--- src/verilog/msc_defines.vh ---
// Purpose: constants of the module sideband control block
// Assumes: 250 MHz core clock
// Notes: map offsets index the byte pointer of the 2-wire slave
`ifndef MSC_DEFINES_VH
`define MSC_DEFINES_VH

`define MSC_CLK_PERIOD_NS 4
`define MSC_SLAVE_ADDR 7'h50
// reset pin low time before a module reset starts
`define MSC_RST_MIN_NS 2000
`define MSC_RST_MIN_CYC ((`MSC_RST_MIN_NS+`MSC_CLK_PERIOD_NS-1)/`MSC_CLK_PERIOD_NS)
// internal initialisation time after any reset
`define MSC_INIT_NS 1000
`define MSC_INIT_CYC (`MSC_INIT_NS/`MSC_CLK_PERIOD_NS)

`define MSC_OFS_STATUS 8'h00
`define MSC_OFS_FLAGS 8'h01
`define MSC_OFS_MASK 8'h02
`define MSC_OFS_CTRL 8'h03

`define MSC_ST_DNR 0
`define MSC_ST_ATT 1
`define MSC_ST_LP 2
`define MSC_FL_DONE 0
`define MSC_FL_FAULT 1
`define MSC_FL_CRIT 2
`define MSC_CTRL_FORCE_LP 0

`define MSC_MASK_RST 3'h7
`define MSC_CTRL_RST 1'h0
`define MSC_SYNC_RST 5'h1f

`endif

--- src/verilog/msc_sync.v ---
// Purpose: two-flop synchroniser for a group of pin inputs
// Assumes: inputs are asynchronous to clk_in
// Notes: the first stage feeds only the second stage
module msc_sync #(
   parameter W = 5,
   parameter [W-1:0] INIT = {W{1'b1}}
) (
   input wire clk_in,
   input wire srst_in,
   input wire [W-1:0] d_in,
   output wire [W-1:0] q_out
);

reg [W-1:0] stage1;
reg [W-1:0] stage2;

genvar i;
generate
   for (i = 0; i < W; i = i + 1) begin : g_bit
      always @(posedge clk_in) begin
         if (srst_in) begin
            stage1[i] <= INIT[i];
            stage2[i] <= INIT[i];
         end else begin
            stage1[i] <= d_in[i];
            stage2[i] <= stage1[i];
         end
      end
   end
endgenerate

assign q_out = stage2;

endmodule // msc_sync

--- src/verilog/msc_sideband.v ---
// Purpose: sideband pins and 2-wire management slave of a pluggable module
// Assumes: one 250 MHz clock; scl and sda oversampled through synchronisers
// Notes: sda and attention are open drain, enable high pulls the pin low
`include "msc_defines.vh"

//////////////////////////////////////////////////////////////////////////////
module msc_sideband (
   input wire clk_in,
   input wire srst_in,
   input wire bus_select_n_in,
   input wire module_reset_n_in,
   input wire low_power_select_in,
   input wire scl_in,
   input wire sda_in,
   output reg sda_out,
   output reg sda_oe_out,
   output reg presence_n_out,
   output reg attention_n_out,
   output reg attention_oe_out,
   output reg high_power_en_out,
   output reg not_ready_out,
   input wire fault_in,
   input wire critical_in
);

localparam [5:0] ST_IDLE = 6'h01;
localparam [5:0] ST_ADDR = 6'h02;
localparam [5:0] ST_WDATA = 6'h04;
localparam [5:0] ST_ACK = 6'h08;
localparam [5:0] ST_RDATA = 6'h10;
localparam [5:0] ST_ACK_R = 6'h20;
localparam integer RST_MIN_INT = `MSC_RST_MIN_CYC;
localparam integer INIT_LAST_INT = `MSC_INIT_CYC - 1;
localparam [11:0] RST_MIN_CYC = RST_MIN_INT[11:0];
localparam [11:0] INIT_LAST = INIT_LAST_INT[11:0];
function [7:0] map_read;
   input [7:0] ofs;
   input [2:0] status;
   input [2:0] flags;
   input [2:0] mask;
   input ctrl;
   begin
      case (ofs)
         `MSC_OFS_STATUS: map_read = {5'h00, status};
         `MSC_OFS_FLAGS: map_read = {5'h00, flags};
         `MSC_OFS_MASK: map_read = {5'h00, mask};
         `MSC_OFS_CTRL: map_read = {7'h00, ctrl};
         default: map_read = 8'h00;
      endcase
   end
endfunction

//////////////////////////////////////////////////////////////////////////////
// pin synchronisers
wire [4:0] sync_q;
wire scl_s = sync_q[4];
wire sda_s = sync_q[3];
wire sel_n_s = sync_q[2];
wire rst_n_s = sync_q[1];
wire lp_s = sync_q[0];
msc_sync #(.W(5), .INIT(`MSC_SYNC_RST)) u_sync (
   .clk_in(clk_in),
   .srst_in(srst_in),
   .d_in({scl_in, sda_in, bus_select_n_in, module_reset_n_in,
      low_power_select_in}),
   .q_out(sync_q)
);

//////////////////////////////////////////////////////////////////////////////
// reset pin filter and initialisation
reg [11:0] low_cnt;
reg [11:0] init_cnt;
reg dnr;
wire pin_reset = (low_cnt == RST_MIN_CYC);
wire core_rst = srst_in | pin_reset;
wire init_done = dnr & (init_cnt == INIT_LAST);

always @(posedge clk_in) begin
   if (srst_in | rst_n_s) begin
      low_cnt <= 12'h000;
   end else if (low_cnt != RST_MIN_CYC) begin
      low_cnt <= low_cnt + 12'h001;
   end
end

// power-up also runs through here, so completion posts unprompted
always @(posedge clk_in) begin
   if (core_rst) begin
      dnr <= 1'b1;
      init_cnt <= 12'h000;
   end else if (dnr) begin
      if (init_done) begin
         dnr <= 1'b0;
      end else begin
         init_cnt <= init_cnt + 12'h001;
      end
   end
end

//////////////////////////////////////////////////////////////////////////////
// 2-wire slave
reg [5:0] state;
reg scl_d;
reg sda_d;
reg [3:0] bit_cnt;
reg [7:0] shift;
reg [7:0] tx;
reg [7:0] ptr;
reg rw;
reg first;
reg [2:0] mask;
reg ctrl_lp;
reg [2:0] flags;
reg rd_clr;
reg [2:0] clr_bits;

wire scl_rise = scl_s & ~scl_d;
wire scl_fall = ~scl_s & scl_d;
wire start_c = scl_s & scl_d & sda_d & ~sda_s;
wire stop_c = scl_s & scl_d & ~sda_d & sda_s;
wire lp_active = lp_s | ctrl_lp;
wire [2:0] status = {lp_active, attention_oe_out, dnr};
wire [7:0] rd_byte = map_read(ptr, status, flags, mask, ctrl_lp);

always @(posedge clk_in) begin
   if (srst_in) begin
      scl_d <= 1'b1;
      sda_d <= 1'b1;
   end else begin
      scl_d <= scl_s;
      sda_d <= sda_s;
   end
end

always @(posedge clk_in) begin
   if (core_rst) begin
      state <= ST_IDLE;
      sda_oe_out <= 1'b0;
      bit_cnt <= 4'h0;
      shift <= 8'h00;
      tx <= 8'h00;
      ptr <= 8'h00;
      rw <= 1'b0;
      first <= 1'b0;
      mask <= `MSC_MASK_RST;
      ctrl_lp <= `MSC_CTRL_RST;
      rd_clr <= 1'b0;
      clr_bits <= 3'h0;
   end else begin
      rd_clr <= 1'b0;
      if (sel_n_s) begin
         state <= ST_IDLE;
         sda_oe_out <= 1'b0;
      end else if (start_c) begin
         state <= ST_ADDR;
         bit_cnt <= 4'h0;
         sda_oe_out <= 1'b0;
         first <= 1'b1;
      end else if (stop_c) begin
         state <= ST_IDLE;
         sda_oe_out <= 1'b0;
      end else begin
         case (state)
            ST_IDLE: begin
               sda_oe_out <= 1'b0;
            end
            ST_ADDR, ST_WDATA: begin
               if (scl_rise) begin
                  shift <= {shift[6:0], sda_s};
                  bit_cnt <= bit_cnt + 4'h1;
               end else if (scl_fall && bit_cnt == 4'h8) begin
                  bit_cnt <= 4'h0;
                  if (state == ST_ADDR) begin
                     if (shift[7:1] == `MSC_SLAVE_ADDR) begin
                        rw <= shift[0];
                        sda_oe_out <= 1'b1;
                        state <= ST_ACK;
                     end else begin
                        state <= ST_IDLE;
                     end
                  end else begin
                     sda_oe_out <= 1'b1;
                     state <= ST_ACK;
                     if (first) begin
                        ptr <= shift;
                        first <= 1'b0;
                     end else begin
                        ptr <= ptr + 8'h01;
                        if (ptr == `MSC_OFS_MASK) begin
                           mask <= shift[2:0];
                        end
                        if (ptr == `MSC_OFS_CTRL) begin
                           ctrl_lp <= shift[`MSC_CTRL_FORCE_LP];
                        end
                     end
                  end
               end
            end
            ST_ACK: begin
               if (scl_fall) begin
                  bit_cnt <= 4'h0;
                  if (rw) begin
                     tx <= rd_byte;
                     sda_oe_out <= ~rd_byte[7];
                     ptr <= ptr + 8'h01;
                     state <= ST_RDATA;
                     if (ptr == `MSC_OFS_FLAGS) begin
                        rd_clr <= 1'b1;
                        clr_bits <= rd_byte[2:0];
                     end
                  end else begin
                     sda_oe_out <= 1'b0;
                     state <= ST_WDATA;
                  end
               end
            end
            ST_RDATA: begin
               if (scl_rise) begin
                  bit_cnt <= bit_cnt + 4'h1;
               end else if (scl_fall) begin
                  if (bit_cnt == 4'h8) begin
                     sda_oe_out <= 1'b0;
                     bit_cnt <= 4'h0;
                     state <= ST_ACK_R;
                  end else begin
                     tx <= {tx[6:0], 1'b0};
                     sda_oe_out <= ~tx[6];
                  end
               end
            end
            ST_ACK_R: begin
               if (scl_rise) begin
                  state <= sda_s ? ST_IDLE : ST_ACK;
               end
            end
            default: begin
               state <= ST_IDLE;
               sda_oe_out <= 1'b0;
            end
         endcase
      end
   end
end

//////////////////////////////////////////////////////////////////////////////
// event flags, attention and power
wire [2:0] flag_set = {critical_in, fault_in, init_done};
wire [2:0] flag_clr = rd_clr ? clr_bits : 3'h0;

// set beats a clear-on-read in the same cycle
always @(posedge clk_in) begin
   if (core_rst) begin
      flags <= 3'h0;
   end else begin
      flags <= (flags & ~flag_clr) | flag_set;
   end
end

always @(posedge clk_in) begin
   if (core_rst) begin
      attention_oe_out <= 1'b0;
      high_power_en_out <= 1'b0;
      not_ready_out <= 1'b1;
   end else begin
      attention_oe_out <= |(flags & mask);
      high_power_en_out <= ~lp_active;
      not_ready_out <= dnr;
   end
end

// open-drain levels are always low; only the enables move
always @(posedge clk_in) begin
   if (srst_in) begin
      sda_out <= 1'b0;
      attention_n_out <= 1'b0;
      presence_n_out <= 1'b0;
   end else begin
      sda_out <= 1'b0;
      attention_n_out <= 1'b0;
      presence_n_out <= 1'b0;
   end
end

endmodule // msc_sideband

--- config.mk ---
export PLATFORM = sky130hd
export DESIGN_NAME = msc_sideband
export DESIGN_NICKNAME = d
export VERILOG_FILES = /design/src/verilog/msc_sync.v /design/src/verilog/msc_sideband.v
export VERILOG_INCLUDE_DIRS = /design/src /design/src/verilog
export SDC_FILE = /design/constraint.sdc
export NUM_CORES = 1
export LEC_CHECK = 0
export ABC_AREA = 0
export BUFFER_PORTS_ARGS = -buffer_cell sky130_fd_sc_hd__buf_2
export CORE_MARGIN = 1
export CORE_UTILIZATION = 48
export DETAILED_ROUTE_END_ITERATION = 12
export MAX_ROUTING_LAYER = met4
export PLACE_DENSITY = 0.61
export SLEW_MARGIN = 20
export SYNTH_ARGS = -nofsm -noshare
export SYNTH_HDL_FRONTEND = slang
export SYNTH_SLANG_ARGS = --single-unit
--- constraint.sdc ---
create_clock -name clk_in -period 3.8 [get_ports clk_in]
set_clock_uncertainty 0.1 [all_clocks]
set_input_delay 0.19 -clock clk_in [delete_from_list [all_inputs] [get_ports clk_in]]
set_output_delay 0.19 -clock clk_in [all_outputs]
set_load 0.005 [all_outputs]
=== After elaboration in Yosys (flattened, before gate mapping) ===
Cells that the tools add are included.

* Output and inout port bits: 7
* Bits in registers: 87
* Logic and storage cells: 192

* Equality and inequality tests: 40
* Bitwise operators: 34
* Add/sub/neg operators: 4
* Muxes and demuxes: 57
* Reductions and logical operators: 25

{| class="wikitable"
|+ Operators with widths
! operator !! number
|-
| 2-to-1 mux 6 bit || 8
|-
| 2-to-1 mux 8 bit || 6
|-
| 2-to-1 mux 4 bit || 10
|-
| inequality test 4 bit (second input constant) || 10
|-
| AND reduction 9 bit || 4
|-
| 2-to-1 mux 7 bit || 5
|-
| case mux 6 bit (5 select lines) || 1
|-
| adder 12 x 1 -> 12 bit (second input constant) || 2
|-
| inequality test 2 bit (second input constant) || 12
|-
| AND reduction 8 bit || 3
|-
| AND reduction 7 bit || 3
|-
| 2-to-1 mux 1 bit || 18
|-
| NOT 1 bit || 18
|-
| equality test 8 x 2 -> 1 bit (second input constant) || 2
|-
| case mux 8 bit (2 select lines) || 1
|-
| case mux 7 bit (2 select lines) || 1
|-
| equality test 12 x 8 -> 1 bit (second input constant) || 1
|-
| equality test 12 x 9 -> 1 bit (second input constant) || 1
|-
| inequality test 12 x 9 -> 1 bit (second input constant) || 1
|-
| case mux 3 bit (4 select lines) || 1
|-
| case mux 4 bit (3 select lines) || 1
|-
| inequality test 3 bit (second input constant) || 3
|-
| adder 8 x 1 -> 8 bit (second input constant) || 1
|-
| bitwise AND 1 bit || 8
|-
| other kinds (31) || 39
|}

=== Depth between registers and ports, before layout ===
* Depth in word-level cells: 8
* Gate-level depth with buffers: 10

=== Cells and area by module ===
From an unflattened synthesis, not the netlist that was laid out.

* Cells, all modules: 483
* Area, all modules: 4196.5 sq um

{| class="wikitable"
|+ Modules (own cells, without submodules)
! module !! instances !! area an instance (sq um) !! cells an instance
|-
| msc_sideband || 1 || 3933.8 || 463
|-
| msc_sync || 1 || 262.8 || 20
|}

=== Least setup slack after synthesis ===
No wires, ideal clock.

* Path kind: register to register
* Start point: register low_cnt[0]
* End point: register state[5]
* Setup time: 0.088 ns
* Stages on the path, launching flop included: 8
* Required time: 3.612 ns
* Data arrival time: 2.001 ns
* Setup slack: 1.611 ns
* Clock period less this slack: 2.189 ns
* Cells stage by stage: dfxtp_1 -> inv_1 -> ha_1 -> nor3b_1 -> a31oi_1 -> nand2_1 -> or4_1 -> o31ai_1

* Word-level cells in the longest chain between the ends: 3

{| class="wikitable"
|+ Ends and longest elaborated chain
! element !! RTL line !! text
|-
| from (decl) || msc_sideband.v:71 || <nowiki>reg [11:0] low_cnt;</nowiki>
|-
| from (signal assigned) || msc_sideband.v:82 || <nowiki>low_cnt <= low_cnt + 12'h001;</nowiki>
|-
| equality test 12 x 9 -> 1 bit || msc_sideband.v:74 || <nowiki>wire pin_reset = (low_cnt == RST_MIN_CYC);</nowiki>
|-
| OR 1 bit || msc_sideband.v:75 || <nowiki>wire core_rst = srst_in | pin_reset;</nowiki>
|-
| OR reduction 4 bit (no line) || -- ||
|-
| to (signal assigned) || msc_sideband.v:233 || <nowiki>state <= sda_s ? ST_IDLE : ST_ACK;</nowiki>
|-
| to (decl) || msc_sideband.v:102 || <nowiki>reg [5:0] state;</nowiki>
|}

Every way passes these cells.
A chain may end at the register's enable or synchronous reset.

=== Worst setup path in the final report ===
* Start point: register state[3]
* End point: register ptr[0]

* Word-level cells in the longest chain between the ends: 4
* Elaborated cells on any way between the ends: 12
* Classes of those cells: 8 x eq/ne; 1 x mux; 3 x reduce/logical

{| class="wikitable"
|+ Ends and longest elaborated chain
! element !! RTL line !! text
|-
| equality test 6 x 2 -> 1 bit or equality test 6 x 3 -> 1 bit (tied branches) || msc_sideband.v:163, msc_sideband.v:173 ||
|-
| OR reduction 2 bit || msc_sideband.v:163 || <nowiki>case (state)</nowiki>
|-
| inequality test 2 bit (no line) or nonzero test 2 bit (tied branches) || -- ||
|-
| AND reduction 9 bit (no line) || -- ||
|-
| to (signal assigned) || msc_sideband.v:185 || <nowiki>ptr <= shift;</nowiki>
|-
| to (signal assigned) || msc_sideband.v:188 || <nowiki>ptr <= ptr + 8'h01;</nowiki>
|-
| to (signal assigned) || msc_sideband.v:205 || <nowiki>ptr <= ptr + 8'h01;</nowiki>
|-
| to (decl) || msc_sideband.v:108 || <nowiki>reg [7:0] ptr;</nowiki>
|}

Parallel ways exist; a longest one is shown, timed or not.

==> flow_summary.yaml <==
status:
  status: "finished, final reports clean"
sta:
  fin_crit_ns: 2.58
  final-setup-viol-count: 0
  timing.final.crit_share_pct: 67.9
  slew_headroom_pct: 41.4
  fmax_ghz: 0.388
  final_max_slew_viol_count: 0
  grt_setup_unrepaired: "false"
  setup_tns_ns: 0
  worstMarginPinSlew_ns: 0.879
  finalHoldViolCount: 0
place:
  hpwl_mm: 6.37
  port_buffers: 12
  place.gp.congestion: 0.891
grt:
  grt_pass1_wl_mm: 15.4
  antenna_found_initial: 0
  grt.overflow.total: 0
  grt_pass1_vias: 3192
  grtUsageTotal_pct: 20.3
  grt_max_degree: 39
drt:
  wire_per_inst_um: 14.4
  drt-vias-per-instance: 5.51
  drtIter0Drc: 86
  via_count: 3392
  routed_wl_mm: 8.89
  route.detailed.drc: 0
  antenna_left: 0
  first_pass_iters: 4
critical_path:
  cp.arrival_ns: 2.75
  end_kind: "register"
  worstPathMaxFanout: 12
  start_kind: "register"
  ff2ff_setup_slack_ns: 1.22
  cp.required_ns: 3.97
  critPathKind: "register to register"
flow_run:
  drv_cap: 0
synth:
  yosys_warnings: 0
  synthDistinctLibCells: 73
  async_reset_ff_share_pct: 0
  synth_area_mm2: 0.00438
  synth_edf_count: 0
  synth-main-ff-cell: "dfxtp_1"
  yosysSeqAreaShare_pct: 39.8
  netlist_instances: 495
  yosys_register_bits: 87
  avgSynthCellArea_um2: 8.85
clock_network:
  htree_levels: 3
  cts_resized: 0
  numCtsBuffers: 9
  path_clk_slew_ns: 0.09
  postCtsSetupBuffers: 0
  cts_tree: "done"
  cts.path.max_buffers: 2
  cts.sinks: 87
  clock-root-buffer: "clkbuf_8"
  worstSkewPairLatency_ns: 0.35
  ctsHoldBuffers: 7
power_and_ir_drop:
  finalPower_mw: 1.64
  p_comb_share_pct: 4.0
  p_sw_mw: 0.379
  irDropWorstVdd_mv: 0.270
  power_frac_clock_pct: 39.0
  swShare_pct: 23.1
  p_leak_nw: 1.76
  p_seq_share_pct: 57.0
  p_per_area_mw_per_mm2: 348
  p_int_mw: 1.26
die:
  start_util_pct: 50.0
  dieArea_mm2: 0.00951
  core-area_mm2: 0.00876
  die_x_um: 97.5
  rows: 34
  fp.dieH_um: 97.5
  ioPinCount: 16
min_path:
  min_path_type: "primary input to register"
finish:
  fin_nets: 525
  areaGrowthSynthToFinish_pct: 7.40
  layout_commonest_cell: "dfxtp_1"
  drive_above_1_share_pct: 13.8
  final_cell_mix: "dfxtp_1 (87), nor2_1 (67), nand2_1 (44), a21oi_1 (24), mux2i_1 (21)"
  n_antenna_cell: 0
  fillCellCount: 793
==> cell type report <==
cell class              count  area (um^2)  share of cell area, %
clock buffers              10          128                   2.71
clock inverters             6         68.8                   1.46
inverters                  15         56.3                   1.20
multi-input cells         369         2430                   51.6
flip-flops and latches     87         1740                   37.0
well taps                 108          135                   2.87
repair buffers             21          145                   3.09
==> path summary, 6_finish.rpt <==
check | cells after the start | from | endpoint
worst max-delay path | 6 | state[3]$_SDFFE_PP0P_ | ptr[0]$_SDFFE_PP0P_
worst min-delay path | 2 | srst_in | scl_d$_SDFF_PP1_
worst max register to register | 6 | state[3]$_SDFFE_PP0P_ | ptr[0]$_SDFFE_PP0P_
worst min register to register | 1 | u_sync.stage1[2]$_SDFF_PP1_ | u_sync.q_out[2]$_SDFF_PP1_
==> routing by layer <==
layer,up-vias,share of wire [%],GRT usage [%]
li1,1741,-,-
met1,1585,50,27.3
met2,55,45,30.9
met3,11,3.1,4.60
met4,0,1.6,5.43
met5,-,0,-
==> through the flow <==
step	setup WS [ns]	utilization [%]	instance area [um^2]	instances	hold slack (ns)
finish	1.22	53.7	4700	616	0.101
global route	1.03	53.7	4700	616	0.105
CTS	1.20	53.7	4700	616	0.0975
detailed placement	1.24	50.6	4440	593	0.276
global placement	1.28	50.6	4440	593	0.272
floorplan	1.61	-	4390	497	0.194
==> flip-flops by register name, summed over array words and instances, names as in the netlist, 3 cells and up <==
name	flops
bit_cnt	4
clr_bits	3
flags	3
init_cnt	12
low_cnt	12
mask	3
ptr	8
shift	8
state	6
tx	7
u_sync.q_out	5
u_sync.stage1	5
==> worst max-delay path: stages (launching register included) <==
cell and delay, ns:
dfxtp_1 0.52, nor2b_1 0.53, nand3_1 0.36, a2bb2o_4 0.29, and3b_4 0.31, o21ai_1 0.12, a221oi_2 0.26
==> power by group through the flow <==
stage	Combinational, mW	Clock, mW	Sequential, mW
4_1_cts	0.0665	0.663	0.933
6_report	0.0660	0.639	0.933
3_3_place_gp	0.0603	0	0.954
3_5_place_dp	0.0608	0	0.954
2_1_floorplan	0.0466	0	0.950
5_1_grt	0.0742	0.707	0.935
==> synth_stat cells, drive strengths merged, types with 10 or more instances <==
library cell	count	area share (%)
buf	16	2.9
ha	13	3.7
nor2	68	6.0
nand2	44	3.8
or2	14	2.0
inv	15	1.3
dfxtp	87	40
mux2i	21	4.8
nand3	16	1.9
nor3	13	1.6
nand4	13	2.0
xor2	19	3.8
clkbuf	10	0.86
a21oi	28	3.7
o21ai	17	2.0
==> kinds of logic (layout without fill, tap and decap cells) <==
kind of cell / Yosys count / count (layout) / synth area share, %
muxes: 23 / 23 / 5.31
other: 1 / 3 / 0.0856
AOI/OAI and AO/OA: 84 / 84 / 14.0
DFF: 87 / 87 / 39.8
buffers and inverters: 41 / 52 / 5.00
and+or+nand+nor: 220 / 220 / 26.9
xor gates and xnor gates: 26 / 26 / 5.20
adders and majority gates: 13 / 13 / 3.71
Note: power is estimated with default switching activity, not from simulation.
